## src/include/arpwm_pkg.sv

```systemverilog
// Package: register map, field positions and reset values of the autoreload PWM timer
package arpwm_pkg;
   // Register byte offsets (8-bit register port)
   localparam logic [7:0] ADDR_CSR = 8'h0d;
   localparam logic [7:0] ADDR_CNT_HI = 8'h0e;
   localparam logic [7:0] ADDR_CNT_LO = 8'h0f;
   localparam logic [7:0] ADDR_RLD_HI = 8'h10;
   localparam logic [7:0] ADDR_RLD_LO = 8'h11;
   localparam logic [7:0] ADDR_OUT_EN = 8'h12;
   localparam logic [7:0] ADDR_CH_CSR0 = 8'h13;
   localparam logic [7:0] ADDR_DUTY0_HI = 8'h17;
   localparam logic [7:0] ADDR_CAP_HI = 8'h1f;
   localparam logic [7:0] ADDR_CAP_LO = 8'h20;
   localparam logic [7:0] ADDR_XFER = 8'h21;
   localparam logic [7:0] ADDR_BREAK = 8'h22;
   // Control/status field positions
   localparam int CSR_CAP_FLAG = 6;
   localparam int CSR_CAP_IE = 5;
   localparam int CSR_CLK_HI = 4;
   localparam int CSR_CLK_LO = 3;
   localparam int CSR_OVF_FLAG = 2;
   localparam int CSR_OVF_IE = 1;
   localparam int CSR_CMP_IE = 0;
   // Break control field positions
   localparam int BRK_ACTIVE = 5;
   localparam int BRK_PIN_EN = 4;
   // Counter clock selections
   localparam logic [1:0] CLK_OFF = 2'h0;
   localparam logic [1:0] CLK_TIMEBASE = 2'h1;
   localparam logic [1:0] CLK_CPU = 2'h2;
   localparam logic [1:0] CLK_FAST = 2'h3;
   // Reset values and limits
   localparam logic [11:0] CNT_MAX = 12'hfff;
   localparam logic [11:0] CNT_RESET = 12'h000;
   localparam logic XFER_RESET = 1'b1;
endpackage : arpwm_pkg

```

## src/arpwm_timer.sv

```systemverilog
// Autoreload 12-bit PWM timer with capture, compare and break
`timescale 1ns/1ps
`default_nettype none
module arpwm_timer #(
   parameter int CHANNELS = 4
) (
   // Clock and reset
   input wire logic mclk_i,
   input wire logic reset_n_i,
   // Counter clock enables, one-cycle pulses on mclk_i
   input wire logic timebase_clock_i,
   input wire logic cpu_tick_i,
   input wire logic fast_tick_i,
   // Register port
   input wire logic [7:0] reg_addr_i,
   input wire logic [7:0] reg_wdata_i,
   input wire logic reg_wr_i,
   input wire logic reg_rd_i,
   output logic [7:0] reg_rdata_o,
   // Pins
   input wire logic capture_pin_i,
   input wire logic break_n_i,
   output logic [3:0] pwm_o,
   output logic [3:0] pwm_active_o,
   // Interrupt requests
   output logic irq_cmp_cap_o,
   output logic irq_ovf_o
);
   typedef struct packed {
      logic [1:0] rst_sync;
      logic [2:0] cap_sync;
      logic [1:0] brk_sync;
      logic cap_flag;
      logic cap_ie;
      logic [1:0] clk_sel;
      logic ovf_flag;
      logic ovf_ie;
      logic cmp_ie;
      logic [11:0] counter;
      logic [11:0] reload;
      logic [3:0] out_en;
      logic [3:0] pin_owned;
      logic [3:0] polarity;
      logic [3:0] pol_shadow;
      logic [3:0] cmp_flag;
      logic [47:0] duty;
      logic [47:0] duty_shadow;
      logic [3:0] pwm_raw;
      logic [11:0] captured;
      logic xfer;
      logic brk_active;
      logic brk_pin_en;
      logic [3:0] brk_pattern;
      logic [7:0] rdata;
   } arpwm_state_t;

   arpwm_state_t st;
   arpwm_state_t next_st;
   logic rst_n;
   logic tick;
   logic ovf_evt;
   logic cap_edge;
   logic [3:0] match;
   logic [7:0] ch_idx;
   logic [7:0] duty_idx;
   logic pwm_ok;
   logic [11:0] cnt_step;

   assign rst_n = st.rst_sync[1];

   always_comb begin
      // counter clock enable from the selected source
      case (st.clk_sel)
         arpwm_pkg::CLK_OFF: tick = 1'b0;
         arpwm_pkg::CLK_TIMEBASE: tick = timebase_clock_i;
         arpwm_pkg::CLK_CPU: tick = cpu_tick_i;
         arpwm_pkg::CLK_FAST: tick = fast_tick_i;
         default: tick = 1'b0;
      endcase
   end

   assign ovf_evt = tick && (st.counter == arpwm_pkg::CNT_MAX);
   assign cap_edge = st.cap_sync[2] ^ st.cap_sync[1];
   assign pwm_ok = (st.clk_sel != arpwm_pkg::CLK_TIMEBASE);
   assign ch_idx = reg_addr_i - arpwm_pkg::ADDR_CH_CSR0;
   assign duty_idx = reg_addr_i - arpwm_pkg::ADDR_DUTY0_HI;
   // Value the counter takes on this tick
   assign cnt_step = ovf_evt ? st.reload : st.counter + 12'h001;

   genvar g;
   generate
      for (g = 0; g < CHANNELS; g++) begin : g_match
         // duty value is the compare target, zero disables compare
         // Match on the tick that brings the counter onto the duty value
         assign match[g] = tick && pwm_ok && (st.duty_shadow[g*12 +: 12] != 12'h000)
            && (cnt_step == st.duty_shadow[g*12 +: 12]);
      end
   endgenerate

   always_comb begin
      next_st = st;
      next_st.rst_sync = {st.rst_sync[0], 1'b1};
      // two-stage synchronisers, third stage for edge detect
      next_st.cap_sync = {st.cap_sync[1:0], capture_pin_i};
      next_st.brk_sync = {st.brk_sync[0], break_n_i};
      next_st.rdata = 8'h00;

      // Register writes
      if (reg_wr_i) begin
         case (reg_addr_i)
            arpwm_pkg::ADDR_CSR: begin
               next_st.cap_ie = reg_wdata_i[arpwm_pkg::CSR_CAP_IE];
               next_st.clk_sel = reg_wdata_i[arpwm_pkg::CSR_CLK_HI:arpwm_pkg::CSR_CLK_LO];
               next_st.ovf_ie = reg_wdata_i[arpwm_pkg::CSR_OVF_IE];
               next_st.cmp_ie = reg_wdata_i[arpwm_pkg::CSR_CMP_IE];
            end
            arpwm_pkg::ADDR_RLD_HI: next_st.reload[11:8] = reg_wdata_i[3:0];
            arpwm_pkg::ADDR_RLD_LO: next_st.reload[7:0] = reg_wdata_i;
            arpwm_pkg::ADDR_OUT_EN: begin
               // enables sit in the even bit positions
               next_st.out_en = {reg_wdata_i[6], reg_wdata_i[4], reg_wdata_i[2], reg_wdata_i[0]};
            end
            arpwm_pkg::ADDR_XFER: next_st.xfer = reg_wdata_i[0];
            arpwm_pkg::ADDR_BREAK: begin
               next_st.brk_active = reg_wdata_i[arpwm_pkg::BRK_ACTIVE];
               next_st.brk_pin_en = reg_wdata_i[arpwm_pkg::BRK_PIN_EN];
               next_st.brk_pattern = reg_wdata_i[3:0];
            end
            default: begin
               if (ch_idx < 8'(CHANNELS)) begin
                  next_st.polarity[ch_idx[1:0]] = reg_wdata_i[1];
               end
               if (duty_idx < 8'(2 * CHANNELS)) begin
                  if (!duty_idx[0]) begin
                     next_st.duty[{duty_idx[2:1], 3'h0} + {duty_idx[2:1], 2'h0} + 8 +: 4] =
                        reg_wdata_i[3:0];
                  end else begin
                     next_st.duty[{duty_idx[2:1], 3'h0} + {duty_idx[2:1], 2'h0} +: 8] =
                        reg_wdata_i;
                  end
               end
            end
         endcase
      end

      // Register reads, data stands one cycle later; reads clear flags
      if (reg_rd_i) begin
         case (reg_addr_i)
            arpwm_pkg::ADDR_CSR: begin
               next_st.rdata = {1'b0, st.cap_flag, st.cap_ie, st.clk_sel, st.ovf_flag,
                  st.ovf_ie, st.cmp_ie};
               next_st.ovf_flag = 1'b0;
            end
            arpwm_pkg::ADDR_CNT_HI: next_st.rdata = {4'h0, st.counter[11:8]};
            arpwm_pkg::ADDR_CNT_LO: next_st.rdata = st.counter[7:0];
            arpwm_pkg::ADDR_RLD_HI: next_st.rdata = {4'h0, st.reload[11:8]};
            arpwm_pkg::ADDR_RLD_LO: next_st.rdata = st.reload[7:0];
            arpwm_pkg::ADDR_OUT_EN: begin
               next_st.rdata = {1'b0, st.out_en[3], 1'b0, st.out_en[2], 1'b0, st.out_en[1],
                  1'b0, st.out_en[0]};
            end
            arpwm_pkg::ADDR_CAP_HI: begin
               next_st.rdata = {4'h0, st.captured[11:8]};
               next_st.cap_flag = 1'b0;
            end
            arpwm_pkg::ADDR_CAP_LO: begin
               next_st.rdata = st.captured[7:0];
               next_st.cap_flag = 1'b0;
            end
            arpwm_pkg::ADDR_XFER: next_st.rdata = {7'h00, st.xfer};
            arpwm_pkg::ADDR_BREAK: begin
               next_st.rdata = {2'b00, st.brk_active, st.brk_pin_en, st.brk_pattern};
            end
            default: begin
               if (ch_idx < 8'(CHANNELS)) begin
                  next_st.rdata = {6'h00, st.polarity[ch_idx[1:0]], st.cmp_flag[ch_idx[1:0]]};
                  next_st.cmp_flag[ch_idx[1:0]] = 1'b0;
               end
               if (duty_idx < 8'(2 * CHANNELS)) begin
                  if (!duty_idx[0]) begin
                     next_st.rdata = {4'h0,
                        st.duty[{duty_idx[2:1], 3'h0} + {duty_idx[2:1], 2'h0} + 8 +: 4]};
                  end else begin
                     next_st.rdata = st.duty[{duty_idx[2:1], 3'h0} + {duty_idx[2:1], 2'h0} +: 8];
                  end
               end
            end
         endcase
      end

      // Counter with autoreload
      if (tick) begin
         if (ovf_evt) begin
            next_st.counter = st.reload;
         end else begin
            next_st.counter = st.counter + 12'h001;
         end
      end

      // Overflow: flag, shadow transfer, enabled outputs high except on the timebase clock
      if (ovf_evt) begin
         next_st.ovf_flag = 1'b1;
         if (st.xfer) begin
            next_st.duty_shadow = next_st.duty;
            next_st.pol_shadow = next_st.polarity;
            next_st.xfer = 1'b0;
         end
         next_st.pin_owned = st.out_en;
         next_st.pwm_raw = pwm_ok ? st.out_en : 4'h0;
      end

      // Compare match drives the channel low and raises its flag
      for (int i = 0; i < CHANNELS; i++) begin
         if (match[i]) begin
            next_st.cmp_flag[i] = 1'b1;
            next_st.pwm_raw[i] = 1'b0;
         end
      end
      for (int i = 0; i < CHANNELS; i++) begin
         if (st.out_en[i]) begin
            next_st.pin_owned[i] = 1'b1;
         end
      end

      // Input capture only while the old flag is clear; then a new edge wins over a read clear in the same cycle
      if (cap_edge && !st.cap_flag) begin
         next_st.captured = st.counter;
         next_st.cap_flag = 1'b1;
      end

      // Break: pin low latches the active bit
      if (st.brk_pin_en && !st.brk_sync[1]) begin
         next_st.brk_active = 1'b1;
      end
      if (next_st.brk_active) begin
         next_st.counter = arpwm_pkg::CNT_RESET;
         next_st.reload = 12'h000;
         next_st.duty = '0;
         next_st.duty_shadow = '0;
         next_st.out_en = 4'h0;
         next_st.pwm_raw = 4'h0;
      end
      // Leaving break hands the pins back to general-purpose I/O
      if (st.brk_active && !next_st.brk_active) begin
         next_st.pin_owned = 4'h0;
      end
   end

   always_ff @(posedge mclk_i or negedge reset_n_i) begin
      if (!reset_n_i) begin
         st <= '0;
         st.cap_sync <= 3'h0;
         st.brk_sync <= 2'h3;
         st.xfer <= arpwm_pkg::XFER_RESET;
      end else if (!rst_n) begin
         st.rst_sync <= next_st.rst_sync;
         st.cap_sync <= next_st.cap_sync;
         st.brk_sync <= next_st.brk_sync;
      end else begin
         st <= next_st;
      end
   end

   // Outputs: break pattern forced after the inverter
   assign pwm_o = st.brk_active ? st.brk_pattern : (st.pwm_raw ^ st.pol_shadow);
   assign pwm_active_o = st.brk_active ? 4'hf : st.pin_owned;
   assign reg_rdata_o = st.rdata;
   assign irq_cmp_cap_o = (st.cap_ie && st.cap_flag) || (st.cmp_ie && (|st.cmp_flag));
   assign irq_ovf_o = st.ovf_ie && st.ovf_flag;

   // Assertions
   overflow_reload_a: assert property (@(posedge mclk_i) disable iff (!rst_n)
      ovf_evt && !next_st.brk_active |=> st.counter == $past(st.reload))
      else $error("counter did not reload at overflow");
   overflow_flag_a: assert property (@(posedge mclk_i) disable iff (!rst_n)
      ovf_evt |=> st.ovf_flag)
      else $error("overflow flag not set");
   capture_hold_a: assert property (@(posedge mclk_i) disable iff (!rst_n)
      st.cap_flag && !(reg_rd_i && (reg_addr_i == arpwm_pkg::ADDR_CAP_LO)) |=>
      $stable(st.captured))
      else $error("capture changed while flag set");
   capture_set_a: assert property (@(posedge mclk_i) disable iff (!rst_n)
      cap_edge && !st.cap_flag |=> st.cap_flag && st.captured == $past(st.counter))
      else $error("capture not taken");
   stopped_count_a: assert property (@(posedge mclk_i) disable iff (!rst_n)
      st.clk_sel == arpwm_pkg::CLK_OFF && !next_st.brk_active |=> $stable(st.counter))
      else $error("counter moved while clock off");
   break_pattern_a: assert property (@(posedge mclk_i) disable iff (!rst_n)
      st.brk_active |-> pwm_o == st.brk_pattern)
      else $error("break pattern not on outputs");
   break_pin_a: assert property (@(posedge mclk_i) disable iff (!rst_n)
      st.brk_pin_en && !st.brk_sync[1] |=> st.brk_active && st.out_en == 4'h0)
      else $error("break pin not honoured");
   ovf_irq_a: assert property (@(posedge mclk_i) disable iff (!rst_n)
      irq_ovf_o |-> st.ovf_ie)
      else $error("overflow irq without enable");
   cmp_irq_a: assert property (@(posedge mclk_i) disable iff (!rst_n)
      !st.cmp_ie && !(st.cap_ie && st.cap_flag) |-> !irq_cmp_cap_o)
      else $error("compare irq not masked");
   xfer_clear_a: assert property (@(posedge mclk_i) disable iff (!rst_n)
      ovf_evt && st.xfer && !(reg_wr_i && reg_addr_i == arpwm_pkg::ADDR_XFER) |=> !st.xfer)
      else $error("transfer bit not cleared");
   cmp_timebase_a: assert property (@(posedge mclk_i) disable iff (!rst_n)
      st.clk_sel == arpwm_pkg::CLK_TIMEBASE |=> (st.cmp_flag & ~$past(st.cmp_flag)) == 4'h0)
      else $error("compare flag set on timebase clock");
   cmp_flag_set_a: assert property (@(posedge mclk_i) disable iff (!rst_n)
      (|match) |=> (st.cmp_flag & $past(match)) == $past(match))
      else $error("compare flag not set on match");
   match_low_a: assert property (@(posedge mclk_i) disable iff (!rst_n)
      (|match) && !next_st.brk_active |=> (st.pwm_raw & $past(match)) == 4'h0)
      else $error("channel not driven low on match");
   ovf_high_a: assert property (@(posedge mclk_i) disable iff (!rst_n)
      ovf_evt && pwm_ok && match == 4'h0 && !next_st.brk_active |=>
      st.pwm_raw == $past(st.out_en))
      else $error("enabled channels not set at overflow");
   shadow_load_a: assert property (@(posedge mclk_i) disable iff (!rst_n)
      ovf_evt && st.xfer && !next_st.brk_active |=>
      st.duty_shadow == $past(next_st.duty) && st.pol_shadow == $past(next_st.polarity))
      else $error("shadow copies not loaded at overflow");
   shadow_hold_a: assert property (@(posedge mclk_i) disable iff (!rst_n)
      !ovf_evt && !next_st.brk_active |=> $stable(st.duty_shadow) && $stable(st.pol_shadow))
      else $error("shadow copies changed between overflows");
   cap_write_a: assert property (@(posedge mclk_i) disable iff (!rst_n)
      !st.cap_flag && !cap_edge |=> !st.cap_flag)
      else $error("capture flag set without an edge");
   cap_clear_a: assert property (@(posedge mclk_i) disable iff (!rst_n)
      reg_rd_i && (reg_addr_i == arpwm_pkg::ADDR_CAP_HI || reg_addr_i == arpwm_pkg::ADDR_CAP_LO)
      && st.cap_flag |=> !st.cap_flag)
      else $error("capture flag not cleared by read");
   ovf_clear_a: assert property (@(posedge mclk_i) disable iff (!rst_n)
      reg_rd_i && reg_addr_i == arpwm_pkg::ADDR_CSR && !ovf_evt |=> !st.ovf_flag)
      else $error("overflow flag not cleared by read");
   count_step_a: assert property (@(posedge mclk_i) disable iff (!rst_n)
      tick && !ovf_evt && !next_st.brk_active |=> st.counter == $past(st.counter) + 12'h001)
      else $error("counter did not step on tick");
   break_clear_a: assert property (@(posedge mclk_i) disable iff (!rst_n)
      st.brk_active |-> st.counter == arpwm_pkg::CNT_RESET && st.reload == 12'h000
      && st.duty == '0 && st.duty_shadow == '0 && st.out_en == 4'h0)
      else $error("break left timer state uncleared");
   break_top_a: assert property (@(posedge mclk_i) disable iff (!rst_n)
      reg_rd_i && reg_addr_i == arpwm_pkg::ADDR_BREAK |=> reg_rdata_o[7:6] == 2'h0)
      else $error("break register top bits not zero");
   pin_release_a: assert property (@(posedge mclk_i) disable iff (!rst_n)
      ovf_evt && !next_st.brk_active |=> st.pin_owned == $past(st.out_en))
      else $error("pin ownership not updated at overflow");
   cap_irq_a: assert property (@(posedge mclk_i) disable iff (!rst_n)
      st.cap_ie && st.cap_flag |-> irq_cmp_cap_o)
      else $error("capture irq missing");
   ovf_irq_on_a: assert property (@(posedge mclk_i) disable iff (!rst_n)
      st.ovf_ie && st.ovf_flag |-> irq_ovf_o)
      else $error("overflow irq missing");
endmodule // arpwm_timer
`default_nettype wire

```

## config.mk

```make
export PLATFORM = sky130hd
export DESIGN_NAME = arpwm_timer
export DESIGN_NICKNAME = d
export VERILOG_FILES = /design/src/include/arpwm_pkg.sv /design/src/arpwm_timer.sv
export SDC_FILE = /design/constraint.sdc
export NUM_CORES = 1
export LEC_CHECK = 0
export ABC_CLOCK_PERIOD_IN_PS = 2400
export BUFFER_PORTS_ARGS = -buffer_cell sky130_fd_sc_hd__buf_2
export CAP_MARGIN = 40
export CORE_UTILIZATION = 40
export DETAILED_ROUTE_END_ITERATION = 10
export GPL_ROUTABILITY_DRIVEN = 0
export SLEW_MARGIN = 20
export SYNTH_ARGS = -nofsm -noshare
export SYNTH_HDL_FRONTEND = slang
export SYNTH_SLANG_ARGS = --single-unit
```

## constraint.sdc

```tcl
create_clock -name mclk_i -period 2.4 [get_ports mclk_i]
set_input_delay 0.36 -clock mclk_i [delete_from_list [all_inputs] [get_ports mclk_i]]
set_output_delay 0.36 -clock mclk_i [all_outputs]
set_load 0.02 [all_outputs]
```

==> summary.txt <==
Worst setup path
  – WS Path Type: reg2reg
  – Family with the most delay on the worst path: compound AO/OA/AOI/OAI gates
  – Max incr delay on CP: 410 ps
  – CP required: 2750 ps
  – Worst path cell trace: buf_6 -> and2b_2 -> a22o_4 -> a311oi_4 -> buf_4 -> xnor2_2 -> nand4bb_4 -> nor4_4 -> buf_4 -> a21oi_2 -> a21o_1
  – Worst Path Max Fanout: 3
  – CP Capture Type: flip-flop
  – Worst Path Buf+Inv: 3
  – Startpoint types: flip-flop
  – Crit-path slowest cell: a311oi_4
  – Crit path DAT: 3190 ps
  – CP most frequent cell: buf_4

Timing
  – Post-route setup slack: -446 ps
  – Worst Hold Slack: 16.7 ps
  – Setup violators final: 16
  – Worst Max-Slew Pin Slew: 659 ps
  – Setup Skew: 12.1 ps
  – Rel. slew slack: 55.8%
  – Max Fclk: 351 MHz
  – Crit path time final: 2850 ps
  – TNS Setup: -3320 ps
  – Part of the cycle the worst path needs: 119%
  – RSZ-0062 raised after global routing: true
  – Final hold violation count: 0
  – Slew Viols, Final: 0

Synth
  – Mapped Area: 11600 um2
  – Syn Inst Count: 1207
  – Primary FF master, synth: dfrtp_1
  – Synth Net Count: 1246
  – Top-area cell type share of the netlist area: 39.4%
  – Async S/R FF share, synth: 100%
  – Register area share after synthesis: 40.1%
  – Yosys warnings: 0
  – Largest cells by area after synthesis: dfrtp_1 39%, nand2_1 4.2%, a22o_1 4.0%, o21ai_0 3.7%, mux2_2 3.4%
  – EDFF count, synth: 0
  – Cell variety after synth: 92
  – Flops & latches, synth: 185
  – Syn avg cell area: 9.58 um2
  – Dominant cell type by area after synthesis: dfrtp_1

Finish
  – Final core occ: 55.1%
  – Commonest non-fill, non-tap cell in the layout: buf_4
  – Layout net count: 1517
  – Non-Filler Instances: 1870
  – Final design instance area without fill: 15500 um2
  – # fillers: 2511
  – Layout cell share with drive strength beyond 1: 35.5%
  – Area Growth Syn to Fin: 33.8%
  – Most frequent cells in the layout: 277 x buf_4, 179 x dfrtp_1, 126 x nand2_1

Floorplanning
  – Core Box Area: 28100 um2
  – Die height: 172 um
  – Starting Density: 41.2%
  – Die width: 172 um
  – Die Footprint: 29600 um2
  – IO Pins: 43
  – Num rows: 61

Run status
  – Status: finished with violations
  – Failing checks: setup timing

Routing
  – Routed wire per std cell: 24.8 um
  – Final WL: 46400 um
  – Initial DRC count: 1655
  – DR pass1 iterations: 6
  – Detail Route Antenna Nets: 0
  – DR vias: 11800
  – DRC Markers: 0
  – Vias per inst: 6.28

Placed design
  – Placed Instance Area: 14500 um2
  – Final HPWL DP: 35500 um
  – Port-buffer cells: 42
  – Dpl ws: -569 ps
  – Post-Place Cells: 1822

Global routing
  – Met2 Resource Use GR: 48.4%
  – Largest net degree at the start of global routing: 58
  – Global Route Usage Sum: 32.2%
  – GR Util met1: 42.5%
  – GRT Max-Usage Layer: met2
  – Overflow after GRT: 0
  – Initial antenna violation count: 1
  – Vias in the first global route: 11400
  – First-pass GRT wire length: 70000 um
  – Global-route met3 utilization: 8.29%

Pwr
  – VDD IR-drop max: 0.487 mV
  – Total power: 7.46 mW
  – Lkg Pwr: 6.87 nW
  – Power Density: 482 nW/um2

Clock network
  – Clk slew on worst S/H paths: 70 ps
  – CTS sink cnt: 185
  – Clk buf depth: 2
  – Clk Latency, worst-skew pair: 450 ps
  – TritonCTS Buffers: 17
  – Root buffer cell: clkbuf_16
  – Clock tree from TritonCTS: yes
  – Max H-tree Level: 4

Worst hold path
  – Hold Path Class: in2reg

Flow run
  – Max Cap Violations: 0
## logic make-up after synthesis
group	count (synthesis)	synth area share, %
multiplexers	88	9.52
other	1	0.0324
buffers and inverters	126	4.96
adder cells (fa/ha/maj)	14	1.52
AND/OR/NAND/NOR	380	17.6
flip-flops	185	40.1
XOR/XNOR	31	2.47
AO/OA/AOI/OAI	382	23.9
## flip-flops by register name, summed over array words and instances, names as in the netlist
name,flops
st,172
rst_n,1
next_st,4
reg_rdata_o,8
## per-layer routing
metal  part of all wire (%)  up-vias
met1                     41     5742
met2                     44      747
li1                       -     5084
met3                     10      178
met5                      0        -
met4                    5.6        0
## Yosys cell counts (8+ instances only)
master     count
mux2i_1       38
a21oi_1       51
nor3_1        25
a221oi_1      16
ha_1          14
mux4_2        14
dfrtp_1      182
buf_4         15
xnor2_1       22
mux2_2        35
a31oi_1       12
inv_1         32
nor2_1        45
and2_1        29
nor4_1        19
or2_2         10
o2111ai_1     12
a22oi_1       30
nand2_1      128
buf_2         28
a21o_1        17
xor2_1         8
nor2b_1        8
clkbuf_1      43
a22o_1        53
o2bb2ai_1     19
and3_1        25
nand3_1       28
o21ai_0       85
nand4_1       11
## path summary, 6_finish.rpt
check                               endpoint  cells after the start  slack, ps           from
max in group asynchronous            st[122]                      3       1270      reset_n_i
worst min register to register         rst_n                      0        350   next_st[184]
worst max register to register        st[29]                     11       -450        st[174]
worst min-delay path            next_st[181]                      1         20  capture_pin_i
min in group asynchronous            st[141]                      2        440      reset_n_i
worst max-delay path                  st[29]                     11       -450        st[174]
## power by group
part           switching [mW]  leakage (nW)  internal, mW
registers              0.0329          2.52          3.15
clock network            1.33         0.309          1.74
logic                   0.713          4.03         0.493
## cell type report
type	count	area [um2]	share of cell area, %
diodes	1	2.50	0.0162
clock buffers	20	467	3.02
clock inverters	12	163	1.05
inverters	32	138	0.890
multi-input cells	896	6840	44.2
flip-flops and latches	185	4640	30.0
well taps	378	473	3.06
repair buffers	346	2750	17.8
## worst register-to-register path, cell delays in order, from the launching register on
cell and delay, ps:
dfrtp_1 400, buf_6 120, and2b_2 210, a22o_4 290, a311oi_4 410, buf_4 210, xnor2_2 70, nand4bb_4 230
nor4_4 410, buf_4 200, a21oi_2 30, a21o_1 140
## timing repair
item	4_1_cts	5_1_grt
buffers inserted	8	6
endpoints found under the setup margin	53	61
hold endpoints to repair	49	1
pin swaps	13	14
gates resized for setup	35	27
hold buffers	1	1
No activity file was read; power rests on OpenSTA's default activity.
